[src/include/dbg_csr_map.vh]
// debug control/status register: field positions, reset values, cause codes
// assumes inclusion by the register module and its cause picker only
`ifndef DBG_CSR_MAP_VH
`define DBG_CSR_MAP_VH

`define DCS_GLOBAL_EN_BIT 31
`define DCS_HALT_BIT 30
`define DCS_TRAP_FIQ_BIT 23
`define DCS_TRAP_IRQ_BIT 22
`define DCS_TRAP_DABT_BIT 20
`define DCS_TRAP_PABT_BIT 19
`define DCS_TRAP_SWI_BIT 18
`define DCS_TRAP_UND_BIT 17
`define DCS_TRAP_RST_BIT 16
`define DCS_STICKY_BIT 5
`define DCS_MOE_HI 4
`define DCS_MOE_LO 2
`define DCS_MODE_BIT 1
`define DCS_EN_BIT 0

`define DCS_ZERO32 32'h00000000
`define DCS_CAUSE_RESET 3'h0
`define DCS_CAUSE_IBKPT 3'h1
`define DCS_CAUSE_DBKPT 3'h2
`define DCS_CAUSE_BRK_INSN 3'h3
`define DCS_CAUSE_EXT 3'h4
`define DCS_CAUSE_VTRAP 3'h5
`define DCS_CAUSE_TBFULL 3'h6

`endif

[src/verilog/dbg_cause_pick.v]
// priority picker for the debug entry cause
// assumes one-cycle event pulses already qualified by the caller
`timescale 1ns/1ps
`include "dbg_csr_map.vh"

module dbg_cause_pick (
  input wire CLK,
  input wire RSTN,
  input wire vtrap,
  input wire dbkpt,
  input wire ext_brk,
  input wire tb_full,
  input wire ibkpt,
  input wire brk_insn,
  output reg any_r,
  output reg [2:0] cause_r
);
  reg [2:0] cause_nxt;
  wire any_nxt;

  assign any_nxt = vtrap | dbkpt | ext_brk | tb_full | ibkpt | brk_insn;

  // ===========================================
  // priority: vector trap, data breakpoint_instruction, ext/tbfull, instr breakpoint_instruction, break insn
  always @* begin
    if (vtrap) begin
      cause_nxt = `DCS_CAUSE_VTRAP;
    end else if (dbkpt) begin
      cause_nxt = `DCS_CAUSE_DBKPT;
    end else if (ext_brk) begin
      cause_nxt = `DCS_CAUSE_EXT;
    end else if (tb_full) begin
      cause_nxt = `DCS_CAUSE_TBFULL;
    end else if (ibkpt) begin
      cause_nxt = `DCS_CAUSE_IBKPT;
    end else begin
      cause_nxt = `DCS_CAUSE_BRK_INSN;
    end
  end

  always @(posedge CLK) begin
    if (!RSTN) begin
      any_r <= 1'b0;
      cause_r <= `DCS_CAUSE_RESET;
    end else begin
      any_r <= any_nxt;
      cause_r <= cause_nxt;
    end
  end
endmodule

[src/verilog/dbg_ctrl_status.v]
// debug control and status register with event qualification
// assumes core events are on CLK; TRST_N and JTAG strobes are async and synced
`timescale 1ns/1ps
`include "dbg_csr_map.vh"

module dbg_ctrl_status (
  // clock and reset
  input wire CLK,
  input wire RSTN,
  input wire TRST_N,
  // core software access
  input wire SW_WR,
  input wire [31:0] SW_WDATA,
  output reg [31:0] SW_RDATA,
  // jtag access (jtag domain, toggle strobe)
  input wire JTAG_WR_TGL,
  input wire [31:0] JTAG_WDATA,
  output reg [31:0] JTAG_RDATA,
  // core state
  input wire SPECIAL_DEBUG,
  input wire DATA_ABORT,
  // raw debug events
  input wire IBKPT_HIT,
  input wire DBKPT_HIT,
  input wire BRK_INSN,
  input wire EXT_BREAK,
  input wire [6:0] VECTOR_HIT,
  input wire TB_FULL,
  // results
  output reg DEBUG_EXC,
  output reg [2:0] DEBUG_CAUSE,
  output reg HALT_MODE,
  output reg TRACE_RUN,
  output reg TRACE_FILL_ONCE,
  output reg BRK_AS_NOP,
  output reg ABORT_SUPPRESS
);
  // ===========================================
  // state
  reg glob_en_r, halt_r, sticky_r, mode_r, en_r;
  reg [6:0] trap_r;
  reg [2:0] moe_r;
  reg [2:0] trst_s_r;
  reg [2:0] jwr_s_r;
  reg rst_pend_r;
  wire trst_sync_n, jwr_pulse;
  wire any_exc;
  wire [2:0] cause;
  wire glob_en_eff, vtrap_q, dbk_q, ext_q, tbf_q, ibk_q, bki_q, sticky_set;

  // trst and the jtag strobe come from another domain: two flops before use
  always @(posedge CLK) begin
    trst_s_r <= {trst_s_r[1:0], TRST_N};
    jwr_s_r <= {jwr_s_r[1:0], JTAG_WR_TGL};
  end
  assign trst_sync_n = trst_s_r[1];
  assign jwr_pulse = jwr_s_r[2] ^ jwr_s_r[1];

  // ===========================================
  // event qualification
  assign glob_en_eff = glob_en_r;
  // non-reset traps need enable and halt; monitor mode ignores them
  assign vtrap_q = (glob_en_eff & halt_r & |(VECTOR_HIT[6:1] & trap_r[6:1])) |
                   (halt_r & trap_r[0] & (VECTOR_HIT[0] | rst_pend_r));
  assign dbk_q = glob_en_eff & DBKPT_HIT;
  assign ext_q = glob_en_eff & EXT_BREAK;
  assign tbf_q = glob_en_eff & en_r & mode_r & TB_FULL;
  assign ibk_q = glob_en_eff & IBKPT_HIT;
  assign bki_q = glob_en_eff & BRK_INSN;
  assign sticky_set = halt_r & SPECIAL_DEBUG & DATA_ABORT;

  dbg_cause_pick u_pick (
    .CLK(CLK),
    .RSTN(RSTN),
    .vtrap(vtrap_q),
    .dbkpt(dbk_q),
    .ext_brk(ext_q),
    .tb_full(tbf_q),
    .ibkpt(ibk_q),
    .brk_insn(bki_q),
    .any_r(any_exc),
    .cause_r(cause)
  );

  // ===========================================
  // reset-trap pending: fires once on the first cycle after reset release
  always @(posedge CLK) begin
    if (!RSTN) begin
      rst_pend_r <= 1'b1;
    end else begin
      rst_pend_r <= 1'b0;
    end
  end

  // ===========================================
  // software-owned fields; processor reset clears, trst leaves alone
  always @(posedge CLK) begin
    if (!RSTN) begin
      glob_en_r <= 1'b0;
      sticky_r <= 1'b0;
      moe_r <= `DCS_CAUSE_RESET;
      mode_r <= 1'b0;
      en_r <= 1'b0;
    end else begin
      if (SW_WR) begin
        glob_en_r <= SW_WDATA[`DCS_GLOBAL_EN_BIT];
        mode_r <= SW_WDATA[`DCS_MODE_BIT];
        moe_r <= SW_WDATA[`DCS_MOE_HI:`DCS_MOE_LO];
      end
      // sticky set wins over a software clear in the same cycle
      if (sticky_set) begin
        sticky_r <= 1'b1;
      end else if (SW_WR) begin
        sticky_r <= SW_WDATA[`DCS_STICKY_BIT];
      end
      // hardware clear on an exception beats a software set
      if (any_exc) begin
        en_r <= 1'b0;
        moe_r <= cause;
      end else if (SW_WR) begin
        en_r <= SW_WDATA[`DCS_EN_BIT];
      end
    end
  end

  // ===========================================
  // jtag-owned fields; survive processor reset, cleared by trst
  always @(posedge CLK) begin
    if (!trst_sync_n) begin
      halt_r <= 1'b0;
      trap_r <= 7'h00;
    end else if (jwr_pulse) begin
      halt_r <= JTAG_WDATA[`DCS_HALT_BIT];
      trap_r <= {JTAG_WDATA[`DCS_TRAP_FIQ_BIT], JTAG_WDATA[`DCS_TRAP_IRQ_BIT],
                 JTAG_WDATA[`DCS_TRAP_DABT_BIT], JTAG_WDATA[`DCS_TRAP_PABT_BIT],
                 JTAG_WDATA[`DCS_TRAP_SWI_BIT], JTAG_WDATA[`DCS_TRAP_UND_BIT],
                 JTAG_WDATA[`DCS_TRAP_RST_BIT]};
    end
  end

  // ===========================================
  // read image and registered outputs
  reg [31:0] image;
  always @* begin
    image = `DCS_ZERO32;
    image[`DCS_GLOBAL_EN_BIT] = glob_en_r;
    image[`DCS_HALT_BIT] = halt_r;
    image[`DCS_TRAP_FIQ_BIT] = trap_r[6];
    image[`DCS_TRAP_IRQ_BIT] = trap_r[5];
    image[`DCS_TRAP_DABT_BIT] = trap_r[4];
    image[`DCS_TRAP_PABT_BIT] = trap_r[3];
    image[`DCS_TRAP_SWI_BIT] = trap_r[2];
    image[`DCS_TRAP_UND_BIT] = trap_r[1];
    image[`DCS_TRAP_RST_BIT] = trap_r[0];
    image[`DCS_STICKY_BIT] = sticky_r;
    image[`DCS_MOE_HI:`DCS_MOE_LO] = moe_r;
    image[`DCS_MODE_BIT] = mode_r;
    image[`DCS_EN_BIT] = en_r;
  end

  always @(posedge CLK) begin
    if (!RSTN) begin
      SW_RDATA <= `DCS_ZERO32;
      JTAG_RDATA <= `DCS_ZERO32;
      DEBUG_EXC <= 1'b0;
      DEBUG_CAUSE <= `DCS_CAUSE_RESET;
      HALT_MODE <= 1'b0;
      TRACE_RUN <= 1'b0;
      TRACE_FILL_ONCE <= 1'b0;
      BRK_AS_NOP <= 1'b1;
      ABORT_SUPPRESS <= 1'b0;
    end else begin
      SW_RDATA <= image;
      JTAG_RDATA <= image;
      DEBUG_EXC <= any_exc;
      DEBUG_CAUSE <= cause;
      HALT_MODE <= halt_r;
      TRACE_RUN <= en_r & glob_en_r & ~any_exc;
      TRACE_FILL_ONCE <= mode_r;
      BRK_AS_NOP <= ~glob_en_r;
      ABORT_SUPPRESS <= halt_r & SPECIAL_DEBUG;
    end
  end
endmodule

[config.mk]
export PLATFORM = sky130hd
export DESIGN_NAME = dbg_ctrl_status
export DESIGN_NICKNAME = d
export VERILOG_FILES = /design/src/verilog/dbg_cause_pick.v /design/src/verilog/dbg_ctrl_status.v
export VERILOG_INCLUDE_DIRS = /design/src /design/src/include
export SDC_FILE = /design/constraint.sdc
export NUM_CORES = 1
export LEC_CHECK = 0
export ABC_AREA = 1
export BUFFER_PORTS_ARGS = -buffer_cell sky130_fd_sc_hd__buf_2
export CAP_MARGIN = 30
export CORE_UTILIZATION = 39
export CTS_CLUSTER_DIAMETER = 40
export DETAILED_ROUTE_END_ITERATION = 8
export MAX_ROUTING_LAYER = met4
export PLACE_DENSITY = 0.8
export SYNTH_ARGS = -nofsm -noshare
export SYNTH_HDL_FRONTEND = slang
export SYNTH_HIERARCHICAL = 1
export SYNTH_SLANG_ARGS = --single-unit
[constraint.sdc]
create_clock -name CLK -period 1.35 [get_ports CLK]
set_input_delay 0.0675 -clock CLK [delete_from_list [all_inputs] [get_ports CLK]]
set_output_delay 0.0675 -clock CLK [all_outputs]
set_load 0.05 [all_outputs]
==> results.tsv, run 1 <==
stage	metric	value	unit
status	result of the run	finished, final reports clean	
route	1st-iter DRT viols	31	
floorplan	initial core utilization	41.1	%
timing	highest achievable clock rate	887	MHz
floorplan	IO Count	156	
yosys	mapped cell area	1980	um2
yosys	mean area per synthesized cell	7.83	um2
clock_network	total setup buffers inserted after CTS	0	
clock_network	Inserted Clock Buffers	5	
job	# Max-Cap Violations	0	
clock_network	CTS Sinks	47	
yosys	dominant combinational cell family by area after synthesis	buffers and inverters	
timing	final count of negative-setup-slack endpoints	0	
worst_setup_path	critical-path cell with the highest stage delay	sky130_fd_sc_hd__dfxtp_1	
route	DR DRC count	0	
finish	final cell area excluding filler cells	2340	um2
worst_setup_path	maximum net fanout on the critical path	8	
min_path	source of the worst hold timing path	JTAG_WDATA[18]	
timing	unrepaired setup endpoints after global routing	false	
timing	Post-Route Hold Slack	13.8	ps
timing	number of pins exceeding their max-slew limit in the final report	0	
floorplan	row count	25	
yosys	area share of xor/xnor cells in the synthesized design	0	%
global_routing	leftover overflow at the end of global routing	0	
yosys	library cell with the largest summed area after synthesis	sky130_fd_sc_hd__dfxtp_1	
worst_setup_path	WS Path Type	register to register	
global_routing	largest net degree at the start of global routing	30	
yosys	number of synthesized flops with an enable pin	0	
route	final wirelength	3340	um
worst_setup_path	Worst path top cell family by delay	flip-flops	
floorplan	Die X	73.3	um
min_path	worst hold endpoint	trap_r[2]$_SDFFE_PN0P_	
worst_setup_path	chain of cells forming the critical path	nand2_1 -> nor2_1 -> inv_1 -> nand2_1 -> nand2_1 -> a21oi_1	
floorplan	Core ar.	4820	um2
global_routing	routing usage on met2	22.0	%
worst_setup_path	depth of the worst register-to-register path	6	
min_path	hold crit path type	primary input to register	
finish	layout net count	402	
worst_setup_path	data required time of the worst path	1580	ps
floorplan	Die ar.	5370	um2
route	router iterations before antenna repair	4	
yosys	top post-synthesis cells by area	sky130_fd_sc_hd__dfxtp_1 47%, sky130_fd_sc_hd__buf_4 20%, sky130_fd_sc_hd__nand2_1 11%, sky130_fd_sc_hd__inv_1 6.3%, sky130_fd_sc_hd__nor2_1 5.3%	
worst_setup_path	Worst EP arrival	1360	ps
route	number of nets with antenna violations after detailed routing	0	
worst_setup_path	delay of the slowest cell on the worst path	480	ps
timing	total negative slack	0	ps
worst_setup_path	element type at the critical path start	register	
route	post-detailed-route wirelength per cell	8.62	um
timing	worst slew pin tran	505	ps
clock_network	insertion delay to the later sink of the worst-skew pair	300	ps
yosys	cell with the most instances after synthesis	sky130_fd_sc_hd__nand2_1	
yosys	proportion of synthesized chip area in sequential cells	47.5	%
power_and_ir_drop	leakage power	1.41	nW
global_routing	GRT Util Overall	13.1	%
clock_network	worst-case clock buffer depth	2	
timing	final setup margin	223	ps
global_routing	initial antenna violation count	0	
yosys	Distinct cells, synth	17	
placement	cell total after placement	370	
placement	post-placement cell area	2140	um2
timing	hold violation count in the final report	0	
yosys	Adder-Cell Fraction of Synth Area	0	%
global_routing	Global Route met1 Usage	12.6	%
finish	share of final-layout standard cells stronger than drive strength 1	27.5	%
global_routing	met3 capacity usage during global routing	4.53	%
finish	number of standard cells in the layout, taps in and fillers out	387	
yosys	share of the synthesized area in compound gates (AO/OA/AOI/OAI)	5.43	%
worst_setup_path	CP Buf/Inv Count	1	
power_and_ir_drop	power per cell area	1380	nW/um2
placement	# port buffers	72	
worst_setup_path	critical path launch point	glob_en_eff$_SDFFE_PN0P_	
yosys	share of synthesized registers carrying an async set or reset	0	%
worst_setup_path	flop2flop setup slack	220	ps
yosys	share of the synthesized area in the top cell type	47.5	%
yosys	Synth Area in Simple Gates	18.9	%
clock_network	clock-pin slew on the worst setup and hold paths	80	ps
worst_setup_path	nature of the critical path endpoint	register	
worst_setup_path	worst r2r dst	u_pick/cause_r[1]$_SDFF_PP0_	
min_path	Hold Path Cell Cnt	3	
timing	final cycle utilization of the critical path	83.5	%
floorplan	die extent in y	73.3	um
clock_network	clock tree root driver cell	sky130_fd_sc_hd__clkbuf_8	
yosys	top flip-flop cell by instance count after synthesis	sky130_fd_sc_hd__dfxtp_1	
yosys	most common library cells after synthesis	57 x sky130_fd_sc_hd__nand2_1, 53 x sky130_fd_sc_hd__buf_4, 47 x sky130_fd_sc_hd__dfxtp_1	
yosys	Synth Instances	253	
worst_setup_path	worst flop-to-flop path startpoint	glob_en_eff$_SDFFE_PN0P_	
timing	worst rel slew slack	66.4	%
finish	diodes inserted	0	
yosys	number of synthesized register bits	47	
clock_network	CTS tree	yes	
yosys	mux share of post-synthesis cell area	0	%
timing	final clock skew	5.15	ps
global_routing	number of global-route vias before repair	1264	
placement	placed wire-length estimate	2520	um
finish	area added between synthesis and finish	18.0	%
yosys	count of yosys warnings during synthesis	6	
placement	gp weighted congestion	0.756	
power_and_ir_drop	Max IR drop VDD	0.599	mV
global_routing	first-pass GRT wire length	5060	um
timing	post-layout minimum cycle time	1130	ps
route	detailed-route via count	1540	
placement	worst slack after detailed placement	236	ps
worst_setup_path	crit-path most repeated cell	sky130_fd_sc_hd__nand2_1	
clock_network	H-tree level count	2	
route	routed vias/inst	3.98	
global_routing	grt peak-use layer	met2	
through the flow:
step | power [mW] | util [%]
finish | 3.23 | 48.5
global route | 3.39 | 48.5
CTS | 3.26 | 48.5
detailed placement | 2.24 | 44.3
global placement | 2.23 | 44.3
floorplan | 2.22 | -
routing by layer:
metal,up-vias,share of wire (%)
li1,795,-
met1,660,40
met2,76,48
met3,9,8.7
met4,0,3.1
met5,-,0
final cells by class:
cell class / count / area, um2
clock buffer: 5 / 68.8
inverter: 36 / 140
timing repair buffer: 81 / 450
multi-input combinational: 148 / 611
sequential: 47 / 941
tap: 67 / 83.8
clock inverter: 3 / 43.8
fill: 505 / 2480
state kept, by name (all words and copies together), names as in the netlist, 2 cells and up:
| name | flops |
|---|---|
| trap_r | 7 |
| jwr_s_r | 3 |
| trst_s_r | 2 |
| moe_r | 3 |
| u_pick/cause_r | 3 |
| JTAG_RDATA | 15 |
| DEBUG_CAUSE | 3 |
cells by family after synthesis:
logic type | Yosys count
compound gates | 21
other cells | 1
flops | 47
buf+inv | 91
simple gates | 93
repair_timing:
action,in CTS,in global routing
gates resized for setup,0,0
endpoints found under the hold margin,9,0
hold buffers,9,0
layout by cell type, fill, tap and decap left out, drive strengths merged:
cell,n
o211ai,1
dlygate4sd3,9
nand3,3
clkinv,2
clkbuf,5
conb,34
bufinv,1
nor2,29
o21ai,16
nand2,61
inv,36
a21oi,4
buf,72
dfxtp,47
worst register-to-register path, cell delays in order, from the launching register on:
cell and delay [ps]:
sky130_fd_sc_hd__dfxtp_1 480, sky130_fd_sc_hd__nand2_1 110, sky130_fd_sc_hd__nor2_1 180, sky130_fd_sc_hd__inv_1 60, sky130_fd_sc_hd__nand2_1 60, sky130_fd_sc_hd__nand2_1 60, sky130_fd_sc_hd__a21oi_1 120
how the worst max path moves through the flow:
stage                                   endpoint  slack, ps  cells after the start
finish              u_pick/cause_r[1]$_SDFF_PP0_        220                      6
global route        u_pick/cause_r[1]$_SDFF_PP0_        100                      6
CTS                 u_pick/cause_r[1]$_SDFF_PP0_        210                      6
detailed placement       u_pick/any_r$_SDFF_PN0_        240                     10
global placement         u_pick/any_r$_SDFF_PN0_        260                     10
floorplan                          JTAG_RDATA[1]        370                      1
power by group:
| part | leakage, nW | internal [mW] | switching (mW) | total [mW] |
|---|---|---|---|---|
| Combinational | 0.964 | 0.145 | 0.557 | 0.702 |
| Clock | 0.0581 | 0.551 | 0.450 | 1.00 |
| Sequential | 0.388 | 1.48 | 0.0501 | 1.53 |
| Total | 1.41 | 2.17 | 1.06 | 3.23 |
No activity file was read; power rests on OpenSTA's default activity.
==> inputs of run 2 (changes only) <==
Settings changed: CORE_UTILIZATION 39 to 35, PLACE_DENSITY 0.8 to 0.75.
Clock period 1.35 ns to 1 ns, I/O delays scaled along.
==> run 2 against run 1 <==
The run now ends with negative setup slack left. Core utilization is 3.0 points lower. Highest routed layer unchanged. Worst hold slack got worse by 1.7 ps. Flip-flop and latch count did not move. Sequential power up 35%.
==> results.tsv, run 2 (same netlist as run 1, synthesis figures left out) <==
stage	metric	value	unit	change
finish	most frequent standard cell in the layout excluding fill and tap cells	sky130_fd_sc_hd__buf_2		
worst_setup_path	WS Path Type	register to register		
finish	flip-flop count of the largest register, all copies and words added	15		unchanged
clock_network	CTS Sinks	47		unchanged
finish	fill cell instance count of the final layout	572		+13%
clock_network	insertion delay to the later sink of the worst-skew pair	300	ps	about the same
finish	final cell area excluding filler cells	2490	um2	+6.5%
floorplan	Die ar.	5970	um2	+11%
floorplan	Die X	77.3	um	+5.4%
status	result of the run	finished, violations left		
floorplan	initial core utilization	36.2	%	-4.9 points
global_routing	initial antenna violation count	0		unchanged
power_and_ir_drop	power per cell area	1700	nW/um2	+23%
route	final wirelength	3490	um	+4.6%
timing	final clock skew	8.12	ps	+2.97 ps
floorplan	die extent in y	77.3	um	+5.4%
worst_setup_path	CP Buf/Inv Count	1		unchanged
floorplan	Core ar.	5470	um2	+14%
worst_setup_path	critical-path cell with the highest stage delay	sky130_fd_sc_hd__dfxtp_2		
route	detailed-route via count	1579		+2.5%
worst_setup_path	maximum net fanout on the critical path	4		-4
global_routing	GRT Util Overall	12.6	%	-0.51 points
timing	final setup margin	-89.0	ps	-312 ps
route	router iterations before antenna repair	6		+2
clock_network	worst-case clock buffer depth	2		unchanged
timing	number of pins exceeding their max-slew limit in the final report	0		unchanged
worst_setup_path	nature of the critical path endpoint	register		
timing	post-layout minimum cycle time	1090	ps	-38.2 ps
timing	final count of negative-setup-slack endpoints	2		+2
route	routed vias/inst	3.88		-2.5%
timing	highest achievable clock rate	918	MHz	+3.5%
power_and_ir_drop	Max IR drop VDD	0.724	mV	+21%
route	1st-iter DRT viols	38		+23%
timing	unrepaired setup endpoints after global routing	true		
clock_network	H-tree level count	2		unchanged
finish	register with the most flip-flops	JTAG_RDATA		
route	post-detailed-route wirelength per cell	8.58	um	-0.50%
finish	top flop regs	JTAG_RDATA: 15 flops, trap_r: 7 flops		
global_routing	leftover overflow at the end of global routing	0		unchanged
clock_network	total setup buffers inserted after CTS	0		unchanged
worst_setup_path	element type at the critical path start	register		
placement	post-placement cell area	2220	um2	+3.8%
finish	area taken by flip-flops and latches	945	um2	+0.40%
worst_setup_path	Worst EP arrival	1290	ps	-70 ps
finish	most frequent cells in the layout	60 x sky130_fd_sc_hd__buf_2, 57 x sky130_fd_sc_hd__nand2_1, 44 x sky130_fd_sc_hd__dfxtp_1, 34 x sky130_fd_sc_hd__conb_1, 32 x sky130_fd_sc_hd__inv_1		
clock_network	clock tree root driver cell	sky130_fd_sc_hd__clkbuf_8		
global_routing	largest net degree at the start of global routing	17		-43%
route	number of nets with antenna violations after detailed routing	0		unchanged
floorplan	row count	27		+8.0%
finish	layout net count	417		+3.7%
finish	diodes inserted	0		unchanged
placement	gp weighted congestion	0.743		-1.6%
timing	hold violation count in the final report	0		unchanged
placement	# port buffers	72		unchanged
timing	final cycle utilization of the critical path	109	%	+25 points
clock_network	CTS tree	yes		
min_path	hold crit path type	primary input to register		
global_routing	number of global-route vias before repair	1434		+13%
worst_setup_path	crit-path most repeated cell	sky130_fd_sc_hd__nand2_1		
placement	worst slack after detailed placement	-101	ps	-337 ps
clock_network	clock-pin slew on the worst setup and hold paths	90	ps	about the same
placement	cell total after placement	385		+4.1%
worst_setup_path	delay of the slowest cell on the worst path	340	ps	-140 ps
worst_setup_path	data required time of the worst path	1200	ps	-380 ps
status	violated checks	negative setup slack		
worst_setup_path	chain of cells forming the critical path	nand2_1 -> nand2_1 -> nor2_2 -> nand2_1 -> nand2_1 -> nand2_1 -> inv_2 -> nand2_1 -> nor2_1 -> nor2_1		
finish	area added between synthesis and finish	25.6	%	
worst_setup_path	Worst path top cell family by delay	simple AND/OR/NAND/NOR gates		
finish	share of final-layout standard cells stronger than drive strength 1	31.0	%	+3.5 points
finish	area occupied by multi-input gates	617	um2	+1.0%
placement	placed wire-length estimate	2540	um	+0.78%
job	# Max-Cap Violations	0		unchanged
route	DR DRC count	0		unchanged
global_routing	first-pass GRT wire length	5710	um	+13%
power_and_ir_drop	leakage power	1.46	nW	+3.7%
finish	number of standard cells in the layout, taps in and fillers out	407		+5.2%
clock_network	Inserted Clock Buffers	5		unchanged
floorplan	IO Count	156		unchanged
## run 2: changes by cell type in the layout (fill, tap and decap cells not counted), sizes merged
cell         change
inv              +1
dlygate4sd3      +5
clkinv           -2
clkinvlp         +2
bufinv           -1
buf              +3
clkbuf           +7
## run 2: metrics by stage
stage | TNS (ps) | hold slack [ps] | total power [mW] | util, %
6_report | -125 | 12.1 | 4.22 | 45.5
4_1_cts | -116 | 1.25 | 4.27 | 44.8
3_5_place_dp | -132 | 154 | 3.06 | 40.5
5_1_grt | -462 | 1.40 | 4.47 | 45.5
2_1_floorplan | 0 | 77.7 | 3.00 | -
3_3_place_gp | -112 | 154 | 3.05 | 40.5
## run 2: worst reg2reg max path: stages (launching register included)
cell	delay, ps
sky130_fd_sc_hd__dfxtp_2	340
sky130_fd_sc_hd__nand2_1	50
sky130_fd_sc_hd__nand2_1	50
sky130_fd_sc_hd__nor2_2	100
sky130_fd_sc_hd__nand2_1	60
sky130_fd_sc_hd__nand2_1	50
sky130_fd_sc_hd__nand2_1	60
sky130_fd_sc_hd__inv_2	80
sky130_fd_sc_hd__nand2_1	60
sky130_fd_sc_hd__nor2_1	90
sky130_fd_sc_hd__nor2_1	50
## run 2: what timing repair did
item / CTS / global route
endpoints found under the setup margin: 4 / 14
pin swaps: 0 / 1
gates resized for setup: 2 / 21
hold endpoints to repair: 14 / 0
hold buffers: 14 / 0
## run 2: worst paths after layout
check / startpoint / to / slack [ps] / depth (start not counted)
worst max register to register: trap_r[3]$_SDFFE_PN0P_ / u_pick/any_r$_SDFF_PN0_ / -90 / 10
worst max-delay path: trap_r[3]$_SDFFE_PN0P_ / u_pick/any_r$_SDFF_PN0_ / -90 / 10
worst min-delay path: SPECIAL_DEBUG / ABORT_SUPPRESS$_SDFF_PN0_ / 10 / 3
worst min register to register: jwr_s_r[0]$_DFF_P_ / jwr_s_r[1]$_DFF_P_ / 330 / 0
## run 2: final cells by class
cell class	instances	area share (%)
clock buffer	5	2.76
clock inverter	3	0.955
inverter	36	5.63
multi-input combinational	148	24.8
sequential	47	37.9
tap	72	3.62
timing repair buffer	96	24.3
## run 2: where the power goes
| part | total, mW | switching [mW] | internal, mW | leakage, nW |
|---|---|---|---|---|
| registers | 2.06 | 0.0646 | 1.99 | 0.389 |
| logic | 1.02 | 0.769 | 0.255 | 1.03 |
| clock network | 1.14 | 0.642 | 0.500 | 0.0408 |
## run 2: metal layers
layer / part of all wire (%) / global-route usage, % / vias to the layer above
met5: 0 / - / -
met4: 2.4 / 8.49 / 0
met3: 7.2 / 3.81 / 7
met2: 49 / 21.7 / 65
met1: 41 / 12.1 / 681
li1: - / - / 826
==> inputs of run 3 (changes only) <==
Settings changed: ABC_CLOCK_PERIOD_IN_PS set to 1000, MAX_ROUTING_LAYER met4 to unset, SKIP_LAST_GASP set to 1.
==> run 3 against run 2 <==
The run still ends with negative setup slack left. First-iteration DRC count rose by 32%. Via count barely moved. Critical path depth did not move. Core utilization fell by 0.091 points. Highest routed layer unchanged. Critical endpoint unchanged. Non-clock buffer count did not move. Register-to-register slack barely moved.
==> results.tsv, run 3 (same netlist as run 1, synthesis figures left out) <==
stage	metric	value	unit	change
placement	cell total after placement	385		unchanged
route	detailed-route via count	1578		-0.063%
power_and_ir_drop	leakage power	1.46	nW	about the same
worst_setup_path	maximum net fanout on the critical path	4		unchanged
worst_setup_path	WS Path Type	register to register		
worst_setup_path	termination of the worst setup path	u_pick/any_r$_SDFF_PN0_		
status	result of the run	finished, violations left		
route	DR DRC count	0		unchanged
timing	final setup margin	-88.9	ps	+0.0570 ps
route	post-detailed-route wirelength per cell	8.58	um	unchanged
timing	final clock skew	8.13	ps	+0.00644 ps
clock_network	CTS tree	yes		
floorplan	Die X	77.3	um	unchanged
route	detailed-routing wirelength on met1	1430	um	-1.0%
global_routing	first-pass GRT wire length	5710	um	-0.12%
placement	gp weighted congestion	0.734		-1.2%
worst_setup_path	worst r2r dst	u_pick/any_r$_SDFF_PN0_		
timing	hold violation count in the final report	0		unchanged
route	number of nets with antenna violations after detailed routing	0		unchanged
route	1st-iter DRT viols	50		+32%
placement	placed wire-length estimate	2540	um	unchanged
clock_network	insertion delay to the later sink of the worst-skew pair	300	ps	about the same
timing	final count of negative-setup-slack endpoints	2		unchanged
timing	highest achievable clock rate	918	MHz	about the same
worst_setup_path	critical path launch point	trap_r[3]$_SDFFE_PN0P_		
worst_setup_path	data required time of the worst path	1200	ps	about the same
worst_setup_path	crit-path most repeated cell	sky130_fd_sc_hd__nand2_1		
global_routing	number of global-route vias before repair	1434		unchanged
worst_setup_path	nature of the critical path endpoint	register		
route	routed vias/inst	3.88		about the same
worst_setup_path	chain of cells forming the critical path	nand2_1 -> nand2_1 -> nor2_2 -> nand2_1 -> nand2_1 -> nand2_1 -> inv_2 -> nand2_1 -> nor2_1 -> nor2_1		
worst_setup_path	depth of the worst register-to-register path	10		unchanged
route	met2 WL post-DR	1710	um	unchanged
finish	layout net count	417		unchanged
clock_network	Inserted Clock Buffers	5		unchanged
worst_setup_path	element type at the critical path start	register		
finish	final cell area excluding filler cells	2480	um2	-0.20%
floorplan	die extent in y	77.3	um	unchanged
finish	top flop regs	JTAG_RDATA: 15 flops, trap_r: 7 flops		
placement	post-placement cell area	2220	um2	unchanged
floorplan	initial core utilization	36.2	%	unchanged
floorplan	Die ar.	5970	um2	unchanged
worst_setup_path	critical-path cell with the highest stage delay	sky130_fd_sc_hd__dfxtp_2		
global_routing	largest net degree at the start of global routing	17		unchanged
route	met3 routed wirelength	267	um	+6.0%
global_routing	GRT Util Overall	12.3	%	-0.35 points
timing	final cycle utilization of the critical path	109	%	about the same
finish	register with the most flip-flops	JTAG_RDATA		
min_path	hold crit path type	primary input to register		
worst_setup_path	worst flop-to-flop path startpoint	trap_r[3]$_SDFFE_PN0P_		
worst_setup_path	Worst EP arrival	1290	ps	about the same
global_routing	leftover overflow at the end of global routing	0		unchanged
power_and_ir_drop	Max IR drop VDD	0.723	mV	about the same
floorplan	Core ar.	5470	um2	unchanged
global_routing	initial antenna violation count	0		unchanged
power_and_ir_drop	power per cell area	1700	nW/um2	+0.12%
worst_setup_path	delay of the slowest cell on the worst path	340	ps	about the same
clock_network	clock tree root driver cell	sky130_fd_sc_hd__clkbuf_8		
clock_network	CTS Sinks	47		unchanged
timing	number of pins exceeding their max-slew limit in the final report	0		unchanged
route	top routing layer used	met4		
finish	most frequent cells in the layout	62 x sky130_fd_sc_hd__buf_2, 57 x sky130_fd_sc_hd__nand2_1, 44 x sky130_fd_sc_hd__dfxtp_1, 34 x sky130_fd_sc_hd__conb_1, 32 x sky130_fd_sc_hd__inv_1		
finish	share of final-layout standard cells stronger than drive strength 1	31.0	%	unchanged
finish	area added between synthesis and finish	25.4	%	
clock_network	clock-pin slew on the worst setup and hold paths	90	ps	about the same
timing	unrepaired setup endpoints after global routing	true		
job	# Max-Cap Violations	0		unchanged
finish	number of standard cells in the layout, taps in and fillers out	407		unchanged
clock_network	worst-case clock buffer depth	2		unchanged
finish	diodes inserted	0		unchanged
finish	flip-flop count of the largest register, all copies and words added	15		unchanged
power_and_ir_drop	power after layout	4.22	mW	about the same
placement	# port buffers	72		unchanged
worst_setup_path	flop2flop setup slack	-90	ps	about the same
timing	post-layout minimum cycle time	1090	ps	-0.0570 ps
route	router iterations before antenna repair	6		unchanged
status	violated checks	negative setup slack		
clock_network	H-tree level count	2		unchanged
route	final wirelength	3490	um	unchanged
floorplan	IO Count	156		unchanged
finish	most frequent standard cell in the layout excluding fill and tap cells	sky130_fd_sc_hd__buf_2		
floorplan	row count	27		unchanged
[run 3: cell count changes in the layout (fill, tap and decap cells not counted)]
| cell | change |
|---|---|
| sky130_fd_sc_hd__buf_2 | +2 |
| sky130_fd_sc_hd__clkbuf_4 | +1 |
| sky130_fd_sc_hd__buf_4 | -3 |
[run 3: worst min path at each step]
| stage | start | to | slack, ps | cells after the start |
|---|---|---|---|---|
| finish | SPECIAL_DEBUG | ABORT_SUPPRESS$_SDFF_PN0_ | 10 | 3 |
| global route | SPECIAL_DEBUG | ABORT_SUPPRESS$_SDFF_PN0_ | 1 | 3 |
| CTS | SPECIAL_DEBUG | ABORT_SUPPRESS$_SDFF_PN0_ | 1 | 3 |
| detailed placement | JTAG_WR_TGL | jwr_s_r[0]$_DFF_P_ | 150 | 1 |
| global placement | TRST_N | trst_s_r[0]$_DFF_P_ | 150 | 1 |
| floorplan | JTAG_WR_TGL | jwr_s_r[0]$_DFF_P_ | 80 | 0 |
[run 3: critical path: cells and delay by family (launching register included)]
kind / cells / cell delay (ps)
buffers and inverters: 1 / 80
AND/OR/NAND/NOR: 9 / 570
flip-flops: 1 / 340
[run 3: repair_timing]
item                                    in CTS  in global routing
gates resized for setup                      2                 16
buffers inserted                             0                  0
hold endpoints to repair                    14                  0
hold buffers                                14                  0
endpoints found under the setup margin       4                 14
pin swaps                                    0                  1
[run 3: through the flow]
step	hold slack (ps)	worst slack [ps]	utilization, %	setup TNS, ps
6_report	12.3	-88.9	45.4	-124
5_1_grt	1.33	-190	45.4	-495
4_1_cts	1.25	-93.0	44.8	-116
3_5_place_dp	154	-101	40.5	-132
3_3_place_gp	154	-84.2	40.5	-112
2_1_floorplan	77.7	35.7	-	0
[run 3: layout make-up]
class,count,area [um2]
Fill cell,573,2990
Inverter,36,140
Sequential cell,47,945
Multi-Input combinational cell,148,617
Clock buffer,5,68.8
Tap cell,72,90.1
Timing Repair Buffer,96,601
Clock inverter,3,23.8
[run 3: layer usage]
metal	vias up	track usage, %
met5	-	0
met4	0	8.49
met3	7	4.05
met2	65	21.7
met1	680	12.0
li1	826	-
[run 3: report_power, final]
| part | switching (mW) | total (mW) | internal [mW] |
|---|---|---|---|
| combinational | 0.769 | 1.02 | 0.253 |
| clock | 0.642 | 1.14 | 0.500 |
| sequential | 0.0643 | 2.06 | 1.99 |
